### src/design/vcc_defs.svh
`ifndef VCC_DEFS_SVH
`define VCC_DEFS_SVH
// ==========================================
// Register map and reset values
`define OFS_CTRL 8'h00
`define OFS_STATUS 8'h04
`define OFS_MASK 8'h08
`define OFS_STATE 8'h0C
`define CTRL_RESET 32'h0000_0000
`define CTRL_WMASK 32'hBFFF_F7DF
// ==========================================
// Control register fields
`define B_EDGE 31
`define B_WID_HI 29
`define B_WID_LO 28
`define B_IVL_HI 27
`define B_IVL_LO 16
`define B_FID_INV 15
`define B_VV_INV 14
`define B_HV_INV 13
`define B_STORE 12
`define B_SCAN 10
`define B_VAUX 9
`define B_HAUX 8
`define B_LAYOUT 4
`define B_RAW 2
// ==========================================
// Interrupt status bits and bus answers
`define IRQ_W 2
`define IRQ_LINE 0
`define IRQ_FRAME 1
`define AXI_OKAY 2'h0
`define AXI_DECERR 2'h3
// ==========================================
// Pixel pins, widths and timing codes
`define PIN_W 16
`define PIN_CLK 15
`define PIN_FID 14
`define PIN_VV 13
`define PIN_HV 12
`define PIX_W 12
`define WID_8 2'h0
`define WID_10 2'h1
`define MASK_8 12'h0FF
`define MASK_10 12'h3FF
`define MASK_12 12'hFFF
`define CODE_FF 8'hFF
`define CODE_00 8'h00
`define XY_H 4
`define XY_V 5
`define XY_F 6
`define ST_FIELD 16
`define ST_VBLANK 17
`define ST_ACTIVE 18
`endif

### src/design/vcc_pkg.sv
// ==========================================
// Shared types
package vcc_pkg;
   typedef enum logic [1:0] {KIND_IMAGE, KIND_HAUX, KIND_VAUX} store_kind_t;
   typedef enum logic {IN_BLANK, IN_ACTIVE} region_t;
   typedef struct packed {
      logic fid;
      logic vvalid;
      logic hvalid;
      logic [11:0] data;
   } pixel_sample_t;
   typedef struct packed {
      store_kind_t kind;
      logic frame_store;
      logic field;
      logic [11:0] data;
   } mem_write_t;
endpackage : vcc_pkg

### src/design/pin_sync.sv
`timescale 1ns/1ps
`default_nettype none
`include "vcc_defs.svh"
module pin_sync (
   input wire logic aclk,
   input wire logic [`PIN_W-1:0] pins,
   output logic [`PIN_W-1:0] synced
);
   // ==========================================
   // Two flops per pin, first stage read only by the second
   genvar i;
   generate
      for (i = 0; i < `PIN_W; i++)
      begin : g_bit
         logic meta;
         always_ff @(posedge aclk)
         begin
            meta <= pins[i];
            synced[i] <= meta;
         end
      end
   endgenerate
endmodule : pin_sync
`default_nettype wire

### src/design/timing_code_detect.sv
`timescale 1ns/1ps
`default_nettype none
`include "vcc_defs.svh"
module timing_code_detect (
   input wire logic aclk,
   input wire logic aresetn,
   input wire logic step,
   input wire logic [7:0] word_in,
   output logic [7:0] word_out,
   output logic is_code,
   output logic is_xy
);
   // ==========================================
   // Four-word delay so whole code words can be marked
   logic [7:0] pipe [0:3];
   logic [3:0] mark;
   logic [3:0] xy;
   logic found;

   assign found = step && pipe[2] == `CODE_FF && pipe[1] == `CODE_00
      && pipe[0] == `CODE_00;

   // Shift words and marks on each link sample
   always_ff @(posedge aclk)
   begin
      if (!aresetn)
      begin
         for (int k = 0; k < 4; k++)
            pipe[k] <= 8'h00;
         mark <= 4'h0;
         xy <= 4'h0;
      end
      else if (step)
      begin
         pipe[0] <= word_in;
         for (int k = 1; k < 4; k++)
            pipe[k] <= pipe[k-1];
         mark <= found ? 4'hF : {mark[2:0], 1'b0};
         xy <= found ? 4'h1 : {xy[2:0], 1'b0};
      end
   end

   assign word_out = pipe[3];
   assign is_code = mark[3];
   assign is_xy = xy[3];
endmodule : timing_code_detect
`default_nettype wire

### src/design/video_capture_channel_control.sv
// Contract
// - Edge select bit: 0 rising, 1 falling
// - Edge select only driven out, not applied
// - Line interrupt every programmed number of lines; the code counts line ends only with the raw bit set
// - Field ID inverted when its bit set
// - Vertical valid inverted when its bit set
// - Horizontal valid inverted when its bit set
// - Field/frame storage only interlaced sub-picture
// - Progressive always stores frame based
// - Vertical blanking words stored when enabled
// - Horizontal blanking words stored when enabled
// - No horizontal blanking writes when disabled
// - Raw settings honoured only for format 2/3
// - Format 0/1 embedded sync, 2/3 raw
// - Layout bit: raster or sub-picture
//
// Our own choices: register access over AXI4-Lite and the placing of the registers.
`timescale 1ns/1ps
`default_nettype none
`include "vcc_defs.svh"
module video_capture_channel_control (
   input wire logic aclk,
   input wire logic aresetn,
   input wire logic awvalid,
   output logic awready,
   input wire logic [7:0] awaddr,
   input wire logic wvalid,
   output logic wready,
   input wire logic [31:0] wdata,
   input wire logic [3:0] wstrb,
   output logic bvalid,
   input wire logic bready,
   output logic [1:0] bresp,
   input wire logic arvalid,
   output logic arready,
   input wire logic [7:0] araddr,
   output logic rvalid,
   input wire logic rready,
   output logic [31:0] rdata,
   output logic [1:0] rresp,
   input wire logic pix_clk,
   input wire logic pix_fid,
   input wire logic pix_vvalid,
   input wire logic pix_hvalid,
   input wire logic [11:0] pix_data,
   output logic sample_edge_select,
   output logic [1:0] pixel_width,
   output logic frame_store,
   output logic mem_wr_valid,
   output vcc_pkg::mem_write_t mem_wr,
   output logic irq
);
   // ==========================================
   // Register bus
   logic [31:0] ctrl;
   logic [`IRQ_W-1:0] mask;
   logic [`IRQ_W-1:0] status;
   logic [`IRQ_W-1:0] events;
   logic [`IRQ_W-1:0] w1c;
   logic [7:0] aw_q;
   logic [31:0] wd_q;
   logic [3:0] ws_q;
   logic [31:0] be_mask;
   logic wr_go;
   logic wr_hit;
   logic [31:0] rd_mux;
   logic rd_hit;
   logic raw;
   logic [11:0] line_cnt;
   logic bt_field;
   logic vblank;
   vcc_pkg::region_t region;

   // Byte enables widened to a bit mask
   genvar i;
   generate
      for (i = 0; i < 4; i++)
      begin : g_lane
         assign be_mask[8*i +: 8] = {8{ws_q[i]}};
      end
   endgenerate

   assign wr_go = !awready && !wready && !bvalid;
   assign wr_hit = aw_q == `OFS_CTRL || aw_q == `OFS_STATUS || aw_q == `OFS_MASK;
   assign raw = ctrl[`B_RAW];

   // Address and data taken in either order, answer follows both
   always_ff @(posedge aclk)
   begin
      if (!aresetn)
      begin
         awready <= 1'b1;
         wready <= 1'b1;
         bvalid <= 1'b0;
         bresp <= `AXI_OKAY;
         aw_q <= 8'h00;
         wd_q <= 32'h0000_0000;
         ws_q <= 4'h0;
      end
      else
      begin
         if (awvalid && awready)
         begin
            aw_q <= awaddr;
            awready <= 1'b0;
         end
         if (wvalid && wready)
         begin
            wd_q <= wdata;
            ws_q <= wstrb;
            wready <= 1'b0;
         end
         if (wr_go)
         begin
            bvalid <= 1'b1;
            bresp <= wr_hit ? `AXI_OKAY : `AXI_DECERR;
         end
         if (bvalid && bready)
         begin
            bvalid <= 1'b0;
            awready <= 1'b1;
            wready <= 1'b1;
         end
      end
   end

   // Control register, reserved and read-only bits stay zero
   always_ff @(posedge aclk)
   begin
      if (!aresetn)
         ctrl <= `CTRL_RESET;
      else if (wr_go && aw_q == `OFS_CTRL)
         ctrl <= (ctrl & ~(be_mask & `CTRL_WMASK)) | (wd_q & be_mask & `CTRL_WMASK);
   end

   // Interrupt enable register
   always_ff @(posedge aclk)
   begin
      if (!aresetn)
         mask <= '0;
      else if (wr_go && aw_q == `OFS_MASK)
         mask <= (mask & ~be_mask[`IRQ_W-1:0]) | (wd_q[`IRQ_W-1:0] & be_mask[`IRQ_W-1:0]);
   end

   // Sticky status, write one to clear, a new event wins
   assign w1c = (wr_go && aw_q == `OFS_STATUS) ? wd_q[`IRQ_W-1:0] & be_mask[`IRQ_W-1:0] : '0;
   always_ff @(posedge aclk)
   begin
      if (!aresetn)
      begin
         status <= '0;
         irq <= 1'b0;
      end
      else
      begin
         status <= (status & ~w1c) | events;
         irq <= |(status & mask);
      end
   end

   // Read data selection
   always_comb
   begin
      rd_hit = 1'b1;
      rd_mux = 32'h0000_0000;
      case (araddr)
         `OFS_CTRL: rd_mux = ctrl;
         `OFS_STATUS: rd_mux[`IRQ_W-1:0] = status;
         `OFS_MASK: rd_mux[`IRQ_W-1:0] = mask;
         `OFS_STATE:
         begin
            rd_mux[11:0] = line_cnt;
            rd_mux[`ST_FIELD] = bt_field;
            rd_mux[`ST_VBLANK] = vblank;
            rd_mux[`ST_ACTIVE] = region == vcc_pkg::IN_ACTIVE;
         end
         default: rd_hit = 1'b0;
      endcase
   end

   // Read answer one cycle after the address is taken
   always_ff @(posedge aclk)
   begin
      if (!aresetn)
      begin
         arready <= 1'b1;
         rvalid <= 1'b0;
         rdata <= 32'h0000_0000;
         rresp <= `AXI_OKAY;
      end
      else if (arvalid && arready)
      begin
         arready <= 1'b0;
         rvalid <= 1'b1;
         rdata <= rd_mux;
         rresp <= rd_hit ? `AXI_OKAY : `AXI_DECERR;
      end
      else if (rvalid && rready)
      begin
         rvalid <= 1'b0;
         arready <= 1'b1;
      end
   end

   // ==========================================
   // Static control outputs
   always_ff @(posedge aclk)
   begin
      if (!aresetn)
      begin
         sample_edge_select <= 1'b0;
         pixel_width <= `WID_8;
         frame_store <= 1'b0;
      end
      else
      begin
         sample_edge_select <= ctrl[`B_EDGE] & raw;
         pixel_width <= raw ? ctrl[`B_WID_HI:`B_WID_LO] : `WID_8;
         frame_store <= ctrl[`B_SCAN] | (ctrl[`B_LAYOUT] & ctrl[`B_STORE]);
      end
   end

   // ==========================================
   // Link sampling
   logic [`PIN_W-1:0] s_vec;
   logic clk_d;
   logic pix_step;
   logic smp_step;
   logic det_step;
   logic [11:0] wmask;
   vcc_pkg::pixel_sample_t smp;
   logic hv_prev;
   logic vv_prev;
   logic [7:0] det_word;
   logic det_code;
   logic det_xy;

   pin_sync u_sync (
      .aclk(aclk),
      .pins({pix_clk, pix_fid, pix_vvalid, pix_hvalid, pix_data}),
      .synced(s_vec)
   );

   timing_code_detect u_codes (
      .aclk(aclk),
      .aresetn(aresetn),
      .step(pix_step),
      .word_in(s_vec[7:0]),
      .word_out(det_word),
      .is_code(det_code),
      .is_xy(det_xy)
   );

   assign pix_step = s_vec[`PIN_CLK] && !clk_d;

   // Width mask for raw samples, embedded sync stays 8 bits
   always_comb
   begin
      wmask = `MASK_12;
      if (!raw || ctrl[`B_WID_HI:`B_WID_LO] == `WID_8)
         wmask = `MASK_8;
      else if (ctrl[`B_WID_HI:`B_WID_LO] == `WID_10)
         wmask = `MASK_10;
   end

   // Capture one sample per rising link clock edge
   always_ff @(posedge aclk)
   begin
      if (!aresetn)
      begin
         clk_d <= 1'b0;
         smp_step <= 1'b0;
         det_step <= 1'b0;
         smp <= '0;
      end
      else
      begin
         clk_d <= s_vec[`PIN_CLK];
         smp_step <= pix_step;
         det_step <= pix_step;
         if (pix_step)
         begin
            smp.fid <= s_vec[`PIN_FID] ^ (raw & ctrl[`B_FID_INV]);
            smp.vvalid <= s_vec[`PIN_VV] ^ (raw & ctrl[`B_VV_INV]);
            smp.hvalid <= s_vec[`PIN_HV] ^ (raw & ctrl[`B_HV_INV]);
            smp.data <= s_vec[`PIX_W-1:0] & wmask;
         end
      end
   end

   // ==========================================
   // Line and frame events
   logic line_end;
   logic line_hit;
   logic bt_frame;

   assign line_end = raw && smp_step && hv_prev && !smp.hvalid;
   assign line_hit = {1'b0, line_cnt} + 13'h0001 >= {1'b0, ctrl[`B_IVL_HI:`B_IVL_LO]};
   assign bt_frame = !raw && det_step && det_xy && vblank && !det_word[`XY_V];
   assign events[`IRQ_LINE] = line_end && line_hit;
   assign events[`IRQ_FRAME] = (raw && smp_step && !vv_prev && smp.vvalid) || bt_frame;

   // Count line ends against the interval
   always_ff @(posedge aclk)
   begin
      if (!aresetn)
      begin
         line_cnt <= 12'h000;
         hv_prev <= 1'b0;
         vv_prev <= 1'b0;
      end
      else if (smp_step)
      begin
         hv_prev <= smp.hvalid;
         vv_prev <= smp.vvalid;
         if (line_end)
            line_cnt <= line_hit ? 12'h000 : line_cnt + 12'h001;
      end
   end

   // Embedded timing codes set region, blanking and field
   always_ff @(posedge aclk)
   begin
      if (!aresetn)
      begin
         region <= vcc_pkg::IN_BLANK;
         vblank <= 1'b1;
         bt_field <= 1'b0;
      end
      else if (det_step && det_xy && !raw)
      begin
         region <= det_word[`XY_H] ? vcc_pkg::IN_BLANK : vcc_pkg::IN_ACTIVE;
         vblank <= det_word[`XY_V];
         bt_field <= det_word[`XY_F];
      end
   end

   // ==========================================
   // Memory write requests
   always_ff @(posedge aclk)
   begin
      if (!aresetn)
      begin
         mem_wr_valid <= 1'b0;
         mem_wr <= '0;
      end
      else
      begin
         mem_wr_valid <= 1'b0;
         mem_wr.frame_store <= frame_store;
         if (raw && smp_step && smp.hvalid && smp.vvalid)
         begin
            mem_wr_valid <= 1'b1;
            mem_wr.kind <= vcc_pkg::KIND_IMAGE;
            mem_wr.field <= smp.fid;
            mem_wr.data <= smp.data;
         end
         else if (!raw && det_step && !det_code)
         begin
            mem_wr.field <= bt_field;
            mem_wr.data <= {4'h0, det_word};
            case (region)
               vcc_pkg::IN_ACTIVE:
               begin
                  mem_wr_valid <= !vblank || ctrl[`B_VAUX];
                  mem_wr.kind <= vblank ? vcc_pkg::KIND_VAUX : vcc_pkg::KIND_IMAGE;
               end
               vcc_pkg::IN_BLANK:
               begin
                  mem_wr_valid <= ctrl[`B_HAUX];
                  mem_wr.kind <= vcc_pkg::KIND_HAUX;
               end
               default: mem_wr_valid <= 1'b0;
            endcase
         end
      end
   end
endmodule : video_capture_channel_control
`default_nettype wire

### config.mk
export PLATFORM = sky130hd
export DESIGN_NAME = video_capture_channel_control
export DESIGN_NICKNAME = d
export VERILOG_FILES = /design/src/design/vcc_pkg.sv /design/src/design/pin_sync.sv /design/src/design/timing_code_detect.sv /design/src/design/video_capture_channel_control.sv
export VERILOG_INCLUDE_DIRS = /design/src /design/src/design
export SDC_FILE = /design/constraint.sdc
export NUM_CORES = 1
export LEC_CHECK = 0
export BUFFER_PORTS_ARGS = -buffer_cell sky130_fd_sc_hd__buf_2
export CAP_MARGIN = 20
export CORE_ASPECT_RATIO = 0.5
export CORE_MARGIN = 10
export CORE_UTILIZATION = 50
export CTS_CLUSTER_SIZE = 24
export DETAILED_ROUTE_END_ITERATION = 8
export PLACE_DENSITY = 0.71
export SKIP_CTS_REPAIR_TIMING = 1
export SLEW_MARGIN = 5
export SYNTH_ARGS = -nofsm -noshare
export SYNTH_HDL_FRONTEND = slang
export SYNTH_HIERARCHICAL = 1
export SYNTH_SLANG_ARGS = --single-unit
### constraint.sdc
create_clock -name aclk -period 3.6 [get_ports aclk]
set_input_delay 0.36 -clock aclk [delete_from_list [all_inputs] [get_ports aclk]]
set_output_delay 0.36 -clock aclk [all_outputs]
set_load 0.01 [all_outputs]
==> Implementation_results.wiki <==
{| class="wikitable"
! Metric !! Value
|-
| Result of the run || completed
|-
| Maximum buffer depth of the clock tree || 3
|-
| Proportion of synthesized chip area in sequential cells || a little under three fifths
|-
| Leading cell type in the layout, fill and taps excluded || dfxtp_1
|-
| Average routed wire per standard cell || between 15 and 20 microns
|-
| Post-detailed-route via-to-cell ratio || 5.40
|-
| Layout fillers || 1,515
|-
| Final setup skew || between 0.009 and 0.01 ns
|-
| Pleak || between 4 and 5 nW
|-
| Critical-path cell list || nand3_1 > nor4_2 > nand3_1 > xnor2_1 > ha_1 > nand4_1 > or4_1 > a31oi_2 > o21a_1
|-
| Top_reg_cell synth || dfxtp_1
|-
| IO buf count || 133
|-
| Clock Root Buffer || clkbuf_16
|-
| Final core occ || 61.1%
|-
| DP HPWL || 16,000 microns
|-
| Synth-to-Final Area Change || 17.4%
|-
| Pins over their slew limit || 0
|-
| Detailed Routing Iterations Pass 1 || 4
|-
| Number of unique standard cell types used by synthesis || 60
|-
| Total power density per cell area || about 500 nW/um^2
|-
| Sum of routed wire length over all layers || 23,100 microns
|-
| Critical path startpoint category || flop
|-
| Global router's overall resource usage || around 18%
|-
| Wire length of the first global-routing pass || ~36,000 microns
|-
| Die extent in x || roughly 210 microns
|-
| Stage delay of the slowest cell on the critical path || between 0.5 and 0.6 ns
|-
| Source-to-sink clock delay at the later pin of the worst-skew pair || between 0.4 and 0.5 ns
|-
| Unrepaired setup endpoints after global routing || no
|-
| Startpoint of the worst setup timing path || line_cnt[2]
|-
| Synthesized instance count || between 900 and 1k
|-
| Worst slew margin relative to its limit || 34.7%
|-
| Cell class contributing the biggest share of worst-path delay || simple AND/OR/NAND/NOR gates
|-
| Largest net degree at the start of global routing || 64
|-
| Slew @ Worst Pin || just under 1 ns
|-
| Async S/R FF share, synth || 0%
|-
| Setup violators final || 0
|-
| Cell type with the highest aggregate area in the netlist || dfxtp_1
|-
| Shortest period the worst path allows || 3.07 ns
|-
| Routability congestion estimate || about 0.86
|-
| Deepest level of the CTS H-tree || 1
|-
| Crit path capture type || flop
|-
| Post-route fraction of the period consumed by the critical path || 85.2%
|-
| Highest clock rate || approximately 330 MHz
|-
| Top-level I/O count || between 100 and 150
|-
| Total CTS buffers || 21
|-
| Arrival time worst endpoint || between 3 and 4 ns
|-
| Clock tree sinks || around 240
|-
| Number of nets still failing antenna checks after routing || 0
|-
| Initial cell density of the core || between 50% and 60%
|-
| Worst hold-check path type || input port to flop
|-
| Die extent in y || about 120 microns
|-
| TritonCTS clock tree || built
|-
| Worst supply voltage drop on vdd || 0.317 mV
|-
| Top post-synthesis cells by area || dfxtp_1, edfxtp_1, nand2_1
|-
| Cell with the biggest individual delay on the critical path || or4_1
|-
| Final Hold Violating Endpoints || 0
|-
| Largest fanout on the critical path || 7
|-
| Net count reported at finish || approximately 1.1k
|-
| Violation count after the first detailed-routing iteration || 567
|-
| Most frequent cells in the layout || dfxtp_1, nand2_1, buf_2
|-
| Post-synthesis average cell area || a little under 10 sq um
|-
| Setup TNS || 0 ns
|-
| Mapped cell area || roughly 9000 sq um
|-
| Most common cell type on the critical path || nand3_1
|-
| GRT overflow || 0
|-
| Data required time at the worst endpoint || 4.04 ns
|-
| Number of antenna violations at the first check in global routing || 0
|-
| Core Rows || 34
|-
| Worst hold-check slack || around 0.07 ns
|-
| Synth Net Count || roughly 1k
|-
| Reg clk slew, reported paths || approximately 0.06 ns
|-
| Vias in the first global route || 6,709
|-
| Beginning of the worst register-to-register path || line_cnt[2]
|-
| Max-cap violation count || 0
|-
| Origin of the worst min-delay path || wvalid
|-
| Register bit count reported by yosys || 239
|-
| Via count || about 7.0k
|-
| Buffers & Inverters on Critical Path || 0
|-
| Number of synthesized flops with an enable pin || 32
|-
| Proportion of netlist area held by the largest area contributor || a little under half
|-
| Area of the core region || ~18,000 sq um
|-
| Number of antenna cells inserted || 0
|-
| Ys Warns || 6
|-
| Post-route DRC violation count || 0
|-
| Die area || approximately 25,000 sq um
|-
| Share of layout cells above drive strength 1 || between 10% and 20%
|-
| WS Path Type || flop to flop
|}
-- power breakdown --
part	internal [mW]	switching, mW
clock	1.22	0.965
sequential	2.80	0.0570
combinational	0.140	0.196
total	4.16	1.22
-- cell families (layout without fill, tap and decap cells) --
family                   count (synthesis)  after routing  synth area share (%)
adder cells (fa/ha/maj)                 13             13                  1.77
buffers and inverters                   87            220                  4.15
other                                    1              1                0.0407
AND/OR/NAND/NOR                        379            379                  21.1
flip-flops                             239            239                  55.5
multiplexers                            37             37                  4.30
AO/OA/AOI/OAI                          163            163                  11.5
XOR/XNOR                                18             18                  1.71
-- synth_stat cells, drive strengths merged (11+ instances only) --
library cell / count
nor3: 21
inv: 21
mux2i: 35
nand3: 39
a22oi: 22
a221oi: 11
dfxtp: 207
buf: 15
ha: 13
nor2b: 39
o21ai: 12
a21oi: 66
edfxtp: 32
clkbuf: 51
nor2: 38
and3: 37
a21boi: 26
nand2: 152
xor2: 12
-- metrics by stage --
step           instance area, sq um  power, mW  setup WS, ns  cells
4_1_cts                       10600       5.40         0.553   1287
2_1_floorplan                  9200       3.10         0.921    937
6_report                      10800       5.38         0.534   1304
3_5_place_dp                   9960       3.24         0.580   1250
3_3_place_gp                   9960       3.23         0.581   1250
5_1_grt                       10800       5.58         0.238   1304
-- per-layer routing --
| metal | wire (microns) | GRT usage, % |
|---|---|---|
| met5 | 0 | 0 |
| met4 | 359 | 3.81 |
| met3 | 1390 | 4.26 |
| met2 | 11000 | 30.8 |
| met1 | 10300 | 22.6 |
-- cell type report --
| cell class | instances | area (sq um) | share of cell area, % |
|---|---|---|---|
| sequential | 239 | 5100 | 47.2 |
| clock buffer | 29 | 587 | 5.43 |
| clock inverter | 8 | 71.3 | 0.660 |
| timing repair buffer | 162 | 956 | 8.85 |
| tap | 234 | 293 | 2.71 |
| inverter | 21 | 78.8 | 0.729 |
| multi-input combinational | 611 | 3720 | 34.4 |
-- path summary, 6_finish.rpt --
| kind | slack [ns] | to | cells past startpoint |
|---|---|---|---|
| worst max-delay path | 0.53 | status[0] | 9 |
| worst min-delay path | 0.07 | wready | 2 |
| worst max register to register | 0.53 | status[0] | 9 |
| worst min register to register | 0.33 | u_sync/synced[11] | 0 |
Note: power is estimated with default switching activity, not from simulation.
